--- config.mk ---
export PLATFORM = sky130hd
export DESIGN_NAME = ssld_host_flat
export DESIGN_NICKNAME = d
export VERILOG_FILES = /design/src/rtl/ssld_pkg.sv /design/src/rtl/ssld_link_if.sv /design/src/rtl/ssld_host.sv /design/src/flat_wrapper.sv
export SDC_FILE = /design/constraint.sdc
export NUM_CORES = 1
export LEC_CHECK = 0
export ABC_CLOCK_PERIOD_IN_PS = 2200
export BUFFER_PORTS_ARGS = -buffer_cell sky130_fd_sc_hd__buf_4
export CAP_MARGIN = 20
export CORE_ASPECT_RATIO = 0.75
export CORE_MARGIN = 2
export CORE_UTILIZATION = 35
export DETAILED_ROUTE_END_ITERATION = 7
export SLEW_MARGIN = 20
export SYNTH_ARGS = -nofsm -noshare
export SYNTH_HDL_FRONTEND = slang
export SYNTH_SLANG_ARGS = --single-unit
--- constraint.sdc ---
create_clock -name sys_clk -period 2.2 [get_ports sys_clk]
set_clock_uncertainty 0.05 [all_clocks]
set_input_delay 0.44 -clock sys_clk [delete_from_list [all_inputs] [get_ports sys_clk]]
set_output_delay 0.44 -clock sys_clk [all_outputs]
set_load 0.1 [all_outputs]
--- src/rtl/ssld_pkg.sv ---
/*
 Package for the serial shift/latch tube driver link: word width and timing counts.
 Assumes a 20 MHz system clock on both ends.
*/
package ssld_pkg;
    localparam int WORD_BITS     = 20;
    localparam int SYS_CLK_HZ    = 20_000_000;
    localparam int LINK_MAX_HZ   = 4_000_000;
    // Half period of the made link clock, rounded up so the rate never exceeds the limit
    localparam int LINK_HALF_CYC = (SYS_CLK_HZ + 2 * LINK_MAX_HZ - 1) / (2 * LINK_MAX_HZ);
    localparam int LOAD_HIGH_NS  = 55;
    localparam int LOAD_HIGH_CYC = (LOAD_HIGH_NS * (SYS_CLK_HZ / 1_000_000) + 999) / 1000;
    localparam int DIV_BITS      = 4;
endpackage : ssld_pkg

--- src/rtl/ssld_link_if.sv ---
/*
 Link between the host and the driver: clock, data, load, blank and serial out.
 Assumes the testbench chains serial out where cascading is wanted.
*/
`timescale 1ns/1ps
interface ssld_link_if;
    logic linkClk;
    logic serData;
    logic loadStrobe;
    logic blank;
    logic serOut;
    modport host (output linkClk, output serData, output loadStrobe, output blank, input serOut);
    modport device (input linkClk, input serData, input loadStrobe, input blank, output serOut);
endinterface : ssld_link_if

--- src/rtl/ssld_host.sv ---
/*
 Host end: shifts a word out top bit first with a divided link clock, then pulses load.
 Assumes wordIn is valid with startReq; it is captured when the request is accepted.
*/
`timescale 1ns/1ps
module ssld_host #(
    parameter int WIDTH = ssld_pkg::WORD_BITS
) (
    input  wire logic             sys_clk,
    input  wire logic             reset,
    ssld_link_if.host             link,
    input  wire logic             startReq,
    input  wire logic [WIDTH-1:0] wordIn,
    input  wire logic             blankIn,
    output logic                  busy,
    output logic                  done
);
    typedef enum logic [1:0] {SSLD_IDLE, SSLD_LOW, SSLD_HIGH, SSLD_LOAD} ssld_state_type;

    localparam logic [ssld_pkg::DIV_BITS-1:0] HALF_LAST = ssld_pkg::DIV_BITS'(ssld_pkg::LINK_HALF_CYC - 1);
    localparam logic [ssld_pkg::DIV_BITS-1:0] LOAD_LAST = ssld_pkg::DIV_BITS'(ssld_pkg::LOAD_HIGH_CYC + 1);
    localparam logic [4:0]                    BIT_LAST  = 5'(WIDTH - 1);

    ssld_state_type            state_q;
    ssld_state_type            state_d;
    logic [ssld_pkg::DIV_BITS-1:0] div_q;
    logic [ssld_pkg::DIV_BITS-1:0] div_d;
    logic [4:0]                bit_q;
    logic [4:0]                bit_d;
    logic [WIDTH-1:0]          word_q;
    logic [WIDTH-1:0]          word_d;
    logic                      clk_q;
    logic                      clk_d;
    logic                      load_q;
    logic                      load_d;
    logic                      blank_q;
    logic                      blank_d;
    logic                      done_q;
    logic                      done_d;

    // ==========================================================
    // Write sequencer
    always_comb begin
        state_d = state_q;
        div_d   = div_q + 1'b1;
        bit_d   = bit_q;
        word_d  = word_q;
        clk_d   = clk_q;
        load_d  = load_q;
        blank_d = blankIn;
        done_d  = 1'b0;
        unique case (state_q)
            SSLD_IDLE: begin
                div_d = '0;
                clk_d = 1'b0;
                if (startReq) begin
                    word_d  = wordIn;
                    bit_d   = '0;
                    state_d = SSLD_LOW;
                end
            end
            SSLD_LOW: begin
                // Data changes in the low phase for setup before the rise
                if (div_q == HALF_LAST) begin
                    div_d   = '0;
                    clk_d   = 1'b1;
                    state_d = SSLD_HIGH;
                end
            end
            SSLD_HIGH: begin
                if (div_q == HALF_LAST) begin
                    div_d  = '0;
                    clk_d  = 1'b0;
                    word_d = {word_q[WIDTH-2:0], 1'b0};
                    if (bit_q == BIT_LAST) begin
                        load_d  = 1'b1;
                        state_d = SSLD_LOAD;
                    end else begin
                        bit_d   = bit_q + 1'b1;
                        state_d = SSLD_LOW;
                    end
                end
            end
            SSLD_LOAD: begin
                // Extra cycles cover the device's sync delay on load
                if (div_q == LOAD_LAST) begin
                    load_d  = 1'b0;
                    done_d  = 1'b1;
                    state_d = SSLD_IDLE;
                end
            end
        endcase
    end

    always_ff @(posedge sys_clk) begin
        if (reset) begin
            state_q <= SSLD_IDLE;
            div_q   <= '0;
            bit_q   <= '0;
            word_q  <= '0;
            clk_q   <= 1'b0;
            load_q  <= 1'b0;
            blank_q <= 1'b0;
            done_q  <= 1'b0;
        end else begin
            state_q <= state_d;
            div_q   <= div_d;
            bit_q   <= bit_d;
            word_q  <= word_d;
            clk_q   <= clk_d;
            load_q  <= load_d;
            blank_q <= blank_d;
            done_q  <= done_d;
        end
    end

    assign link.linkClk    = clk_q;
    assign link.serData    = word_q[WIDTH-1];
    assign link.loadStrobe = load_q;
    assign link.blank      = blank_q;
    assign busy            = (state_q != SSLD_IDLE);
    assign done            = done_q;
endmodule : ssld_host

--- src/flat_wrapper.sv ---
// flat-port wrapper written by rule: the top's interface ports become plain ports
module ssld_host_flat 
#(
    parameter int WIDTH = ssld_pkg::WORD_BITS
)
  (sys_clk, reset, startReq, wordIn, blankIn, busy, done, link_linkClk, link_serData, link_loadStrobe, link_blank, link_serOut);
  ssld_link_if link_i ();
  input  wire logic sys_clk;
  input  wire logic reset;
  input  wire logic startReq;
  input  wire logic [WIDTH-1:0] wordIn;
  input  wire logic blankIn;
  output logic busy;
  output logic done;
  output wire logic [$bits(link_i.linkClk)-1:0] link_linkClk;
  output wire logic [$bits(link_i.serData)-1:0] link_serData;
  output wire logic [$bits(link_i.loadStrobe)-1:0] link_loadStrobe;
  output wire logic [$bits(link_i.blank)-1:0] link_blank;
  input wire logic [$bits(link_i.serOut)-1:0] link_serOut;
  assign link_linkClk = link_i.linkClk;
  assign link_serData = link_i.serData;
  assign link_loadStrobe = link_i.loadStrobe;
  assign link_blank = link_i.blank;
  assign link_i.serOut = link_serOut;
  ssld_host #(.WIDTH(WIDTH)) u_core (.sys_clk(sys_clk), .reset(reset), .link(link_i), .startReq(startReq), .wordIn(wordIn), .blankIn(blankIn), .busy(busy), .done(done));
endmodule
==> results.toml <==
[synth]
synth_common_cells = "35 x dfxtp_1, 29 x nor2_1, 19 x a211oi_1, 19 x mux2i_1, 12 x a21oi_1"
synth.most_common_cell = "dfxtp_1"
synth.distinct_cells = 33
syn_area_um2 = 1640
synthArstFlopShare = 0
syn_inst = 179
synth-seq-cells = 35
syn_avg_cell_area_um2 = 9.14
synth-edff-count = 0
synth_area_leaders = "dfxtp_1 43%, mux2i_1 12%, a211oi_1 8.7%, nor2_1 6.7%, ha_1 6.1%"
yosysTopAreaCell = "dfxtp_1"
yosysWarningCount = 0
synth_fp_nets = 212
ys_seq_area_frac = 0.428
synth_top_area_share = 0.428
synth_ff_type = "dfxtp_1"

[grt]
grt_usage = 0.127
grt_pass1_wl_um = 5550
overflow = 0
antenna_found_initial = 0
grt_max_degree = 41
grt_pass1_vias = 1250

[floorplanning]
initial_core_util = 0.364
die_x_um = 83.0
ios = 31
coreArea_um2 = 4490
die_y_um = 63.2
dieArea_um2 = 5240
num_rows = 21

[routing]
drc = 0
drtIter0Drc = 51
wl_per_cell_um = 11.4
viasPerCell = 5.00
ant_nets = 0
vias = 1325
firstDrtPassIters = 4
wirelength_um = 3030

[cts]
clock_latency_ns = 0.28
clock_path_buffers = 2
post_cts_buffers = 0
cts-hold-fix-buffers = 0
clkTransAtPathRegs_ns = 0.07
cts_resized = 0
tritoncts.num_buffers = 5
cts.htree.levels = 2
clock-sinks = 35
root_buffer = "clkbuf_8"
cts_tree = "yes"

[setup_path]
endpoint_kind = "register"
crit_type = "reg2reg"
critPathMaxFanout = 4
cp-start-kind = "register"
cp.arrival_ns = 2.21
required_ns = 2.36

[power]
finalPower_mw = 2.72
p_per_area_nw_per_um2 = 1340
vdd_drop_max_mv = 0.705
p_leak_nw = 0.799

[sta]
period_share = 0.932
tightest_slew_ns = 0.509
finalHoldViolations = 0
slew_headroom = 0.656
min_period_ns = 2.05
setup_viol = 0
setup_tns_ns = 0
max_freq_mhz = 488
rsz0062_at_grt = "false"
slew_viol_final = 0
holdWs_ns = 0.321

[run]
timing.max_cap.violations = 0

[outcome]
status = "finished clean"

[final_layout]
areaGrowthSynthToFinish_pct = 24.2
nets = 240
layout-drive-gt1-share = 0.212
n_antenna_cell = 0

[worst_hold_path]
hold_path.class = "in2reg"

[placed_design]
numPortBuffers = 29
dp_hpwl_um = 2120
routabilityCongestion = 0.806
## metal layers
layer  wire length [um]  part of all wire  global-route usage
met5                  0                 0                   0
met4                  0                 0              0.0246
met2               1260              0.42               0.195
met1               1640              0.54               0.177
met3                122             0.040              0.0419
## metrics by stage
step | setup WS (ns) | utilization | cells | instance area, um2
finish | 0.149 | 0.453 | 265 | 2030
global route | 0.0178 | 0.453 | 265 | 2030
CTS | 0.150 | 0.453 | 265 | 2030
detailed placement | 0.164 | 0.427 | 257 | 1920
global placement | 0.195 | 0.427 | 257 | 1920
floorplan | 0.169 | - | 179 | 1640
## sequential cells by signal, summed over array words and instances, names as in the netlist
register                flops
u_core.bit_q                5
u_core.div_q                4
u_core.done                 1
u_core.link.blank           1
u_core.link.linkClk         1
u_core.link.loadStrobe      1
u_core.state_q              2
u_core.word_q              20
## worst max-delay path, stage by stage (launching register included)
cell	delay [ns]
dfxtp_1	0.34
inv_1	0.06
ha_1	0.15
or3b_1	0.43
a211o_1	0.33
or4_1	0.47
a21oi_1	0.16
## layout make-up
cell class / instances / area (um2)
Fill cell: 446 / 2460
Multi-Input combinational cell: 127 / 870
Sequential cell: 35 / 701
Timing Repair Buffer: 33 / 260
Tap cell: 57 / 71.3
Clock buffer: 5 / 68.8
Clock inverter: 3 / 43.8
Inverter: 5 / 18.8
## power by group
part	leakage (nW)	switching (mW)	internal (mW)
sequential	0.288	0.125	0.854
clock	0.0581	0.231	0.337
combinational	0.454	0.710	0.459
## placed cells by master, fill, tap and decap left out, drive strengths merged, types with 4 or more instances in the layout
cell type  netlist  final
mux2i           19     19
a21oi           12     12
inv              5      5
clkbuf           9      5
dfxtp           35     35
buf              3     33
nor2            29     29
nand3            4      4
nor3             5      5
a211oi          20     20
o21ai            7      7
ha               8      8
## logic make-up (layout without fill, tap and decap cells)
| group | after synthesis | count (layout) | share of synthesized area |
|---|---|---|---|
| flops | 35 | 35 | 0.428 |
| buf+inv | 17 | 46 | 0.0451 |
| fa+ha+maj | 8 | 8 | 0.0612 |
| simple gates | 54 | 54 | 0.160 |
| mux | 19 | 19 | 0.116 |
| compound gates | 44 | 44 | 0.179 |
| xor+xnor | 2 | 2 | 0.0107 |
## path summary, 6_finish.rpt
path                                                    start                             to  slack [ns]  cells past startpoint
worst max-delay path               u_core.div_q[0]$_SDFF_PP0_   u_core.bit_q[3]$_SDFFE_PP0P_        0.15                      6
worst min-delay path                                  blankIn   u_core.link.blank$_SDFF_PP0_        0.32                      2
worst max register to register     u_core.div_q[0]$_SDFF_PP0_   u_core.bit_q[3]$_SDFFE_PP0P_        0.15                      6
worst min register to register  u_core.word_q[0]$_SDFFE_PP0P_  u_core.word_q[0]$_SDFFE_PP0P_        0.41                      2
Power figures use the tool's default switching activity.
